## config.mk

```make
export PLATFORM = sky130hd
export DESIGN_NAME = itci_top
export DESIGN_NICKNAME = d
export VERILOG_FILES = /design/src/common/itci_pkg.sv /design/src/core/itci_top.sv
export SDC_FILE = /design/constraint.sdc
export NUM_CORES = 1
export LEC_CHECK = 0
export BUFFER_PORTS_ARGS = -buffer_cell sky130_fd_sc_hd__buf_2
export CAP_MARGIN = 20
export CORE_MARGIN = 2
export CORE_UTILIZATION = 60
export CTS_CLUSTER_DIAMETER = 200
export DETAILED_ROUTE_END_ITERATION = 7
export PLACE_DENSITY = 0.83
export SYNTH_ARGS = -nofsm -noshare
export SYNTH_HDL_FRONTEND = slang
export SYNTH_SLANG_ARGS = --single-unit
```

## constraint.sdc

```tcl
create_clock -name clock_i -period 6.2 [get_ports clock_i]
set_clock_uncertainty 0.05 [all_clocks]
set_input_delay 0.62 -clock clock_i [delete_from_list [all_inputs] [get_ports clock_i]]
set_output_delay 0.62 -clock clock_i [all_outputs]
set_load 0.01 [all_outputs]
```

## src/common/itci_pkg.sv

```systemverilog
/*
 * Constants for the bus time-out, function clock prescaler and masked
 * interrupt status block of the two-wire interface.
 * Assumes a 32-bit register port whose addresses are byte addresses.
 */
package itci_pkg;

   // Register byte addresses
   localparam logic [31:0] TO_STATUS_ADDR = 32'h4005_0004;
   localparam logic [31:0] IRQ_EN_SET_ADDR = 32'h4005_0008;
   localparam logic [31:0] IRQ_EN_CLR_ADDR = 32'h4005_000C;
   localparam logic [31:0] INTERVAL_ADDR = 32'h4005_0010;
   localparam logic [31:0] DIVIDER_ADDR = 32'h4005_0014;
   localparam logic [31:0] MASKED_STAT_ADDR = 32'h4005_0018;

   // Interval register layout and divider reset
   localparam int INTERVAL_LSB = 4;
   localparam logic [3:0] FIXED_LOW_BITS = 4'hF;
   localparam logic [11:0] INTERVAL_RST = 12'hFFF;
   localparam logic [15:0] DIVIDER_RST = 16'h0000;

   // Flag positions, shared by status, enable and masked status
   localparam int MST_WAIT_BIT = 0;
   localparam int MST_ARB_BIT = 4;
   localparam int MST_SSERR_BIT = 6;
   localparam int SLV_WAIT_BIT = 8;
   localparam int SLV_NOSTR_BIT = 11;
   localparam int SLV_DESEL_BIT = 15;
   localparam int MON_RDY_BIT = 16;
   localparam int MON_OV_BIT = 17;
   localparam int MON_IDLE_BIT = 19;
   localparam int EVT_GAP_BIT = 24;
   localparam int CLK_LOW_BIT = 25;

   localparam logic [31:0] IRQ_DEFINED_MASK = 32'h030B_8951;
   localparam logic [31:0] IRQ_EN_RST = 32'h0000_0801;
   localparam logic [31:0] TO_STATUS_MASK = 32'h0300_0000;

   // Pin filter: idle bus reads high on both lines
   localparam logic [1:0] PIN_RST = 2'h3;
   localparam int SCL_IDX = 0;
   localparam int SDA_IDX = 1;

endpackage

```

## src/core/itci_top.sv

```systemverilog
/*
 * Bus time-out monitors, function clock prescaler and masked interrupt
 * status view of a two-wire serial interface.
 * Assumes a single-cycle register port on clock_i, asynchronous serial
 * clock and data pins, and flag levels from master, slave and monitor
 * logic on the same clock.
 */
// The address-and-strobe port was left to the implementer.
// What this block does
// - While busy, time gaps between bus events; flag when a gap exceeds limit.
// - While busy, time only clock-low periods; flag when one exceeds limit.
// - Both checks share one interval and run together.
// - Time-out flags raise the interrupt only when their enable bit is set.
// - Low four interval bits are fixed ones: minimum and step of sixteen clocks.
// - Interval field bits 15:4 give (value+1)*16 clocks; resets to 0xFFF.
// - Function clock is block clock divided by divider field plus one.
// - Function clock times the time-out counters and master bus timing.
// - Masked status returns each flag ANDed with its enable bit.
// - Master flags at bits 0, 4, 6; master waiting reads one after reset.
// - Slave flags at bits 8, 11, 15; not stretching reads one after reset.
// - Monitor flags at bits 16, 17, 19; all reset to zero.
// - Time-out interrupt enables at bits 24 and 25; both reset disabled.
// - Writing one to enable clear disables that interrupt; zero does nothing.
module itci_top #(
   parameter int DIV_W = 16,
   parameter int TO_W = 12
) (
   input wire logic clock_i,
   input wire logic sys_rst_i,
   input wire logic [31:0] addr_i,
   input wire logic [31:0] wr_data_i,
   input wire logic wr_en_i,
   input wire logic rd_en_i,
   output logic [31:0] rd_data_o,
   input wire logic scl_i,
   input wire logic sda_i,
   input wire logic master_waiting_i,
   input wire logic master_lost_arbitration_i,
   input wire logic master_start_stop_error_i,
   input wire logic slave_waiting_i,
   input wire logic slave_not_stretching_i,
   input wire logic slave_deselected_i,
   input wire logic monitor_ready_i,
   input wire logic monitor_overflow_i,
   input wire logic monitor_idle_i,
   output logic func_tick_o,
   output logic bus_idle_o,
   output logic event_gap_expired_o,
   output logic clock_low_expired_o,
   output logic irq_o
);

   localparam int CNT_W = TO_W + 5;

   if (DIV_W < 1 || DIV_W > 16) begin : g_bad_div
      $error("DIV_W must lie in 1..16");
   end
   if (TO_W < 1 || TO_W > 12) begin : g_bad_to
      $error("TO_W must lie in 1..12");
   end

   logic [1:0] pin_s1_q, pin_s2_q, pin_s3_q, pin_f_q, pin_prev_q, pin_f_d;
   logic scl, sda, scl_prev, sda_prev;
   logic start_ev, stop_ev, scl_rise, scl_fall, any_event;
   logic busy_q;
   logic [DIV_W-1:0] div_q, div_cnt_q;
   logic tick;
   logic [TO_W-1:0] interval_q;
   logic [CNT_W-1:0] limit_w, evt_cnt_q, low_cnt_q;
   logic evt_hit, low_hit;
   logic [31:0] status_q, en_q, flags, masked;
   logic status_rd;
   logic irq_q;
   logic [31:0] rd_data_q;

   // Pin synchronisers; a level counts once stages two and three agree
   always_ff @(posedge clock_i) begin
      if (sys_rst_i) begin
         pin_s1_q <= itci_pkg::PIN_RST;
         pin_s2_q <= itci_pkg::PIN_RST;
         pin_s3_q <= itci_pkg::PIN_RST;
      end else begin
         pin_s1_q <= {sda_i, scl_i};
         pin_s2_q <= pin_s1_q;
         pin_s3_q <= pin_s2_q;
      end
   end

   assign pin_f_d = (pin_s2_q & pin_s3_q) | (pin_f_q & (pin_s2_q ^ pin_s3_q));

   always_ff @(posedge clock_i) begin
      if (sys_rst_i) begin
         pin_f_q <= itci_pkg::PIN_RST;
         pin_prev_q <= itci_pkg::PIN_RST;
      end else begin
         pin_f_q <= pin_f_d;
         pin_prev_q <= pin_f_q;
      end
   end

   assign scl = pin_f_q[itci_pkg::SCL_IDX];
   assign sda = pin_f_q[itci_pkg::SDA_IDX];
   assign scl_prev = pin_prev_q[itci_pkg::SCL_IDX];
   assign sda_prev = pin_prev_q[itci_pkg::SDA_IDX];

   // Start and stop are data edges with the clock high before and after
   assign start_ev = sda_prev && !sda && scl && scl_prev;
   assign stop_ev = !sda_prev && sda && scl && scl_prev;
   assign scl_rise = scl && !scl_prev;
   assign scl_fall = !scl && scl_prev;
   assign any_event = start_ev || stop_ev || scl_rise || scl_fall;

   always_ff @(posedge clock_i) begin
      if (sys_rst_i) begin
         busy_q <= 1'b0;
      end else if (start_ev) begin
         busy_q <= 1'b1;
      end else if (stop_ev) begin
         busy_q <= 1'b0;
      end
   end

   assign bus_idle_o = !busy_q;

   // prescaler divide by field plus one
   always_ff @(posedge clock_i) begin
      if (sys_rst_i) begin
         div_cnt_q <= '0;
      end else if (div_cnt_q >= div_q) begin
         div_cnt_q <= '0;
      end else begin
         div_cnt_q <= div_cnt_q + 1'b1;
      end
   end

   assign tick = (div_cnt_q >= div_q);
   assign func_tick_o = tick;

   assign limit_w = {1'b0, interval_q, itci_pkg::FIXED_LOW_BITS} + CNT_W'(1);

   // restart on any event, hold at zero when idle
   always_ff @(posedge clock_i) begin
      if (sys_rst_i || !busy_q || any_event) begin
         evt_cnt_q <= '0;
      end else if (tick && evt_cnt_q != limit_w) begin
         evt_cnt_q <= evt_cnt_q + 1'b1;
      end
   end

   // restart at the fall
   // Starting at the fall keeps both checks in step on one shared limit
   always_ff @(posedge clock_i) begin
      if (sys_rst_i || !busy_q || scl || scl_fall) begin
         low_cnt_q <= '0;
      end else if (tick && low_cnt_q != limit_w) begin
         low_cnt_q <= low_cnt_q + 1'b1;
      end
   end

   assign evt_hit = busy_q && !any_event && tick && (evt_cnt_q == limit_w - CNT_W'(1));
   assign low_hit = busy_q && !scl && tick && (low_cnt_q == limit_w - CNT_W'(1));

   assign status_rd = rd_en_i && (addr_i == itci_pkg::TO_STATUS_ADDR);

   // Sticky time-out flags; a new expiry beats a clearing read
   always_ff @(posedge clock_i) begin
      if (sys_rst_i) begin
         status_q <= '0;
      end else begin
         if (status_rd) begin
            status_q <= '0;
         end
         if (evt_hit) begin
            status_q[itci_pkg::EVT_GAP_BIT] <= 1'b1;
         end
         if (low_hit) begin
            status_q[itci_pkg::CLK_LOW_BIT] <= 1'b1;
         end
      end
   end

   assign event_gap_expired_o = status_q[itci_pkg::EVT_GAP_BIT];
   assign clock_low_expired_o = status_q[itci_pkg::CLK_LOW_BIT];

   // Interval and divider; reserved upper bits are simply not stored
   always_ff @(posedge clock_i) begin
      if (sys_rst_i) begin
         interval_q <= TO_W'(itci_pkg::INTERVAL_RST);
      end else if (wr_en_i && addr_i == itci_pkg::INTERVAL_ADDR) begin
         interval_q <= wr_data_i[itci_pkg::INTERVAL_LSB +: TO_W];
      end
   end

   always_ff @(posedge clock_i) begin
      if (sys_rst_i) begin
         div_q <= DIV_W'(itci_pkg::DIVIDER_RST);
      end else if (wr_en_i && addr_i == itci_pkg::DIVIDER_ADDR) begin
         div_q <= wr_data_i[DIV_W-1:0];
      end
   end

   always_ff @(posedge clock_i) begin
      if (sys_rst_i) begin
         en_q <= itci_pkg::IRQ_EN_RST;
      end else if (wr_en_i && addr_i == itci_pkg::IRQ_EN_SET_ADDR) begin
         en_q <= en_q | (wr_data_i & itci_pkg::IRQ_DEFINED_MASK);
      end else if (wr_en_i && addr_i == itci_pkg::IRQ_EN_CLR_ADDR) begin
         en_q <= en_q & ~wr_data_i;
      end
   end

   always_comb begin
      flags = status_q & itci_pkg::TO_STATUS_MASK;
      flags[itci_pkg::MST_WAIT_BIT] = master_waiting_i;
      flags[itci_pkg::MST_ARB_BIT] = master_lost_arbitration_i;
      flags[itci_pkg::MST_SSERR_BIT] = master_start_stop_error_i;
      flags[itci_pkg::SLV_WAIT_BIT] = slave_waiting_i;
      flags[itci_pkg::SLV_NOSTR_BIT] = slave_not_stretching_i;
      flags[itci_pkg::SLV_DESEL_BIT] = slave_deselected_i;
      flags[itci_pkg::MON_RDY_BIT] = monitor_ready_i;
      flags[itci_pkg::MON_OV_BIT] = monitor_overflow_i;
      flags[itci_pkg::MON_IDLE_BIT] = monitor_idle_i;
   end

   assign masked = flags & en_q;

   // only enabled flags reach the interrupt
   always_ff @(posedge clock_i) begin
      if (sys_rst_i) begin
         irq_q <= 1'b0;
      end else begin
         irq_q <= |masked;
      end
   end

   assign irq_o = irq_q;

   // Read data stands only in the cycle after the strobe
   always_ff @(posedge clock_i) begin
      if (sys_rst_i || !rd_en_i) begin
         rd_data_q <= '0;
      end else begin
         unique case (addr_i)
            itci_pkg::TO_STATUS_ADDR: rd_data_q <= status_q;
            itci_pkg::IRQ_EN_SET_ADDR: rd_data_q <= en_q;
            itci_pkg::INTERVAL_ADDR: rd_data_q <=
               32'({interval_q, itci_pkg::FIXED_LOW_BITS});
            itci_pkg::DIVIDER_ADDR: rd_data_q <= 32'(div_q);
            itci_pkg::MASKED_STAT_ADDR: rd_data_q <= masked;
            default: rd_data_q <= '0;
         endcase
      end
   end

   assign rd_data_o = rd_data_q;

   AST_EVT_GAP: assert property (@(posedge clock_i) disable iff (sys_rst_i)
      evt_hit |=> event_gap_expired_o)
      else $error("event gap expiry not flagged");

   // expiry follows a busy clock-low cycle with a tick
   AST_CLK_LOW: assert property (@(posedge clock_i) disable iff (sys_rst_i)
      $rose(clock_low_expired_o) |-> $past(!scl && busy_q && tick))
      else $error("clock low flag without a low period");

   // when both counters hit in the same cycle, both flags are set
   AST_SAME_LIMIT: assert property (@(posedge clock_i) disable iff (sys_rst_i)
      (evt_hit && low_hit) |=> (event_gap_expired_o && clock_low_expired_o))
      else $error("shared limit did not expire both checks");

   // no interrupt without an enabled flag
   AST_IRQ_MASK: assert property (@(posedge clock_i) disable iff (sys_rst_i)
      !(|(flags & en_q)) |=> !irq_o)
      else $error("interrupt raised with nothing enabled");

   // low interval bits read as ones
   AST_FIXED_LOW: assert property (@(posedge clock_i) disable iff (sys_rst_i)
      (rd_en_i && addr_i == itci_pkg::INTERVAL_ADDR) |=> rd_data_o[3:0] == 4'hF)
      else $error("fixed interval bits not read as ones");

   AST_LIMIT: assert property (@(posedge clock_i) disable iff (sys_rst_i)
      (wr_en_i && addr_i == itci_pkg::INTERVAL_ADDR) |=>
      limit_w == ((CNT_W'($past(wr_data_i[15:4])) + CNT_W'(1)) << 4))
      else $error("interval limit wrong after write");

   // divide by two gives alternating ticks
   AST_DIV_TWO: assert property (@(posedge clock_i) disable iff (sys_rst_i)
      (tick && div_q == DIV_W'(1) && !wr_en_i) |=> !tick ##1 tick)
      else $error("divide by two spacing wrong");

   // event counter moves only on a tick
   AST_TICK_ONLY: assert property (@(posedge clock_i) disable iff (sys_rst_i)
      (busy_q && !tick && !any_event && $past(busy_q)) |=> $stable(evt_cnt_q))
      else $error("event counter moved without a tick");

   AST_MASKED_READ: assert property (@(posedge clock_i) disable iff (sys_rst_i)
      (rd_en_i && addr_i == itci_pkg::MASKED_STAT_ADDR) |=>
      rd_data_o == $past(flags & en_q))
      else $error("masked status read mismatch");

   // monitor ready lands on bit 16
   AST_MON_BIT: assert property (@(posedge clock_i) disable iff (sys_rst_i)
      (rd_en_i && addr_i == itci_pkg::MASKED_STAT_ADDR && monitor_ready_i
      && en_q[16]) |=> rd_data_o[16])
      else $error("monitor ready not at bit 16");

   AST_EN_SET: assert property (@(posedge clock_i) disable iff (sys_rst_i)
      (wr_en_i && addr_i == itci_pkg::IRQ_EN_SET_ADDR) |=>
      (en_q[25:24] & $past(wr_data_i[25:24])) == $past(wr_data_i[25:24]))
      else $error("enable set write lost");

   AST_EN_CLR: assert property (@(posedge clock_i) disable iff (sys_rst_i)
      (wr_en_i && addr_i == itci_pkg::IRQ_EN_CLR_ADDR) |=>
      (en_q & $past(wr_data_i)) == 32'h0000_0000)
      else $error("enable clear write ignored");

   AST_RESTART: assert property (@(posedge clock_i) disable iff (sys_rst_i)
      any_event |=> evt_cnt_q == '0)
      else $error("event counter not restarted");

   COV_EVT: cover property (@(posedge clock_i) disable iff (sys_rst_i)
      $rose(event_gap_expired_o));
   COV_LOW: cover property (@(posedge clock_i) disable iff (sys_rst_i)
      $rose(clock_low_expired_o));
   COV_IRQ: cover property (@(posedge clock_i) disable iff (sys_rst_i)
      $rose(irq_o));
   COV_SET_CLR: cover property (@(posedge clock_i) disable iff (sys_rst_i)
      status_rd && (evt_hit || low_hit));

endmodule
```

==> impl_results.md <==
- Routed Antenna Nets: 0
- 1st-iter DRT viols: between 500 and 600
- Logic pwr share: 3.0%
- Residual DRC count: 0
- Placement Setup Slack: 2.72 ns
- Sequential power share: 48.0%
- Critical Path Sink Type: flop
- Global route overflow: 0
- Avg WL per Cell: 16.7 um
- Placed inst area: 0.00876 sq mm
- H-tree levels: 4
- Num ports: approximately 120
- Met1 usage: roughly a third
- Seq cells post-synth: between 150 and 200
- Vias in the first global route: around 6500
- Final WL: a little under 20 mm
- Relative slew slack: 31.1%
- Critical Path Slowest Stage Cell: dfxtp_1
- Cell Pwr Density: 224 mW/mm^2
- Maxcap violations: 0
- Cell taking the most area after synthesis: dfxtp_1
- Met2 Track Usage GR: a little under half
- Minimum clock period: 3.41 ns
- RD Place Congestion: 0.951
- Post-route setup slack: about 2.8 ns
- Crit-path max cell delay: 0.74 ns
- Synth top area share: 38.1%
- Nets: 1084
- Switching pwr: 0.000491 W
- Final hold slack: 0.304 ns
- Pre-Repair DR Iteration Count: 5
- First-pass GRT wire length: 31.8 mm
- EDFF count, synth: 0
- Async SR Flop Fraction: 0%
- Endpoints failing hold: 0
- ANT cells: 0
- Root Driver: clkbuf_16
- Most frequent cells in the layout: 156 x dfxtp_1, 115 x buf_2, 101 x nor2_1
- Core area: 0.0133 sq mm
- Final Slew Violations: 0
- Clock net sink count: 156
- Met3 Use GR: under 10%
- RSZ-0062 raised after global routing: no
- Starting Density: 61.7%
- Layout area overhead: 13.8%
- Synthesized cell area: 0.00821 sq mm
- Leakage: 3.94 nW
- CTS tree: yes
- Die Wd: 121 um
- Syn_nets: 996
- VDD IR max: 207 uV
- GRT Total Usage: 27.4%
- Setup crit start kind: flop
- Register area: 0.00312 sq mm
- Worst-path cell chain: ha_1 -> xnor2_2 -> nand3_1 -> a211oi_2 -> nand4_1 -> xnor2_1 -> nand4_1 -> o31ai_2
- Status: completed
- Dpl hpwl: 14.0 mm
- CTS Hold Bufs: 0
- Share of layout cells above drive strength 1: about a fifth
- Critical path class: flop to flop
- Initial antenna violation count: 0
- Post-synth cell types: 81
- Crit path DAT: 3.70 ns
- Yosys warning count: 0
- FILL cells: around 1000
- Post-CTS setup buffer count: 0
- # setup viols final: 0
- Top cells by area, synth: dfxtp_1 38%, nor2_1 4.6%, xnor2_1 4.1%
- Gr busiest metal: met2
- Register area share after synthesis: 38.1%
- Via density: 5.87
- Worst Hold Class: input port to flop
- Most used cell, CP: nand4_1
- Die area: 0.0146 sq mm
- Top delay family on crit path: compound AO/OA/AOI/OAI gates
- Worst Path Buf+Inv: 0
- Total CTS buffers: 17
- Commonest non-fill, non-tap cell in the layout: dfxtp_1
- CTS-repair resized insts: 0
- Highest Clock Rate: 294 MHz
- Clk_lat worst skew: 0.43 ns
- Post-route cell area: 0.00934 sq mm
- Largest net degree at the start of global routing: 60
- PortBufs: 115
- Worst endpoint required time: 6.50 ns
- Clock Power Share: between 40% and 50%
- Pint: 0.00161 W
- Final period util: a little over half
- Top_reg_cell synth: dfxtp_1
- Vias: 6858
- Mapped Cells: 893
- Die Span Y: 121 um
- Worst-Margin Slew: roughly 1 ns
- CTS clk-pin slew, worst paths: about 0.07 ns
- Avg Cell Area, Syn: 9.19 sq um
- Switching Share: 23.4%
- Row Count: 42
- Area occupied by multi-input gates: 0.00470 sq mm
- Maximum clock path buffer count: 2
- Setup TNS: 0 ns
- Critical path fanouts, max: 16
power groups by stage:
| stage | sequential, W | combinational (W) | clock (W) |
|---|---|---|---|
| 5_1_grt | 0.00101 | 0.0000690 | 0.00108 |
| 2_1_floorplan | 0.00103 | 0.0000250 | 0 |
| 3_3_place_gp | 0.00103 | 0.0000622 | 0 |
| 6_report | 0.00101 | 0.0000637 | 0.00103 |
| 3_5_place_dp | 0.00103 | 0.0000630 | 0 |
| 4_1_cts | 0.00101 | 0.0000634 | 0.00103 |
area by class of cell:
class	count	share of cell area (%)
clock inverters	14	1.63
repair buffers	119	6.48
multi-input cells	655	50.3
clock buffers	17	4.55
well taps	176	2.36
flip-flops and latches	156	33.4
inverters	32	1.29
final timing paths:
kind / startpoint / end / slack (ns) / depth (start not counted)
min: wr_data_i[28] / en_q[28]$_SDFFE_PP0P_ / 0.30 / 2
min reg2reg: pin_s1_q[1]$_SDFF_PP1_ / pin_s2_q[1]$_SDFF_PP1_ / 0.36 / 1
max: interval_q[0]$_SDFFE_PP1P_ / status_q[25]$_SDFFE_PP0P_ / 2.79 / 8
max reg2reg: interval_q[0]$_SDFFE_PP1P_ / status_q[25]$_SDFFE_PP0P_ / 2.79 / 8
Yosys cell counts (all sizes together) (2+ instances only):
library cell  count
o21ai            21
a221o             2
a2111oi           3
mux2             10
nand4            26
mux2i            32
or2              11
nand3            37
and4              5
and3             19
a21o              9
nand2            43
or3               9
inv              32
nor4             11
nand2b           37
o31ai             4
or4               3
and4b             3
buf              17
nor4b             3
a211o             3
o2111ai           3
and2             19
a31oi             2
dfxtp           156
xor2             38
a21oi            48
ha               24
xnor2            39
and3b             2
nor3b             4
clkbuf           33
nor2            102
a22oi            25
nand4b            2
xnor3            14
a211oi            3
o211ai            5
nor3             16
flip-flops by register name (all words and copies together) (netlist names), named ones only:
register / flops
busy_q: 1
div_cnt_q: 16
div_q: 16
en_q: 21
evt_cnt_q: 17
interval_q: 12
irq_o: 1
low_cnt_q: 17
pin_f_q: 2
pin_prev_q: 2
pin_s1_q: 2
pin_s2_q: 2
pin_s3_q: 2
rd_data_o: 32
status_q: 2
logic make-up (layout without fill, tap and decap cells):
| group | count (synthesis) | in the layout | share of synthesized area, % |
|---|---|---|---|
| simple gates | 356 | 356 | 23.8 |
| flops | 156 | 156 | 38.1 |
| compound gates | 141 | 141 | 11.9 |
| xor+xnor | 92 | 92 | 12.5 |
| buf+inv | 82 | 182 | 4.80 |
| mux | 42 | 42 | 5.28 |
| fa+ha+maj | 24 | 24 | 3.66 |
metrics by stage:
stage | std cells | total power, W | utilization (%)
after floorplan | 893 | 0.00105 | -
after global placement | 1138 | 0.00109 | 65.9
after detailed placement | 1138 | 0.00109 | 65.9
after CTS | 1169 | 0.00210 | 70.3
after global routing | 1169 | 0.00215 | 70.3
final | 1169 | 0.00210 | 70.3
metal layers:
metal  up-vias  share of wire (%)  wire [um]
met5         -                  0          0
met4         0                2.2        436
met3        37                5.9       1150
met2       220                 49       9620
met1      3284                 43       8300
li1       3317                  -          -
Note: power is estimated with default switching activity, not from simulation.
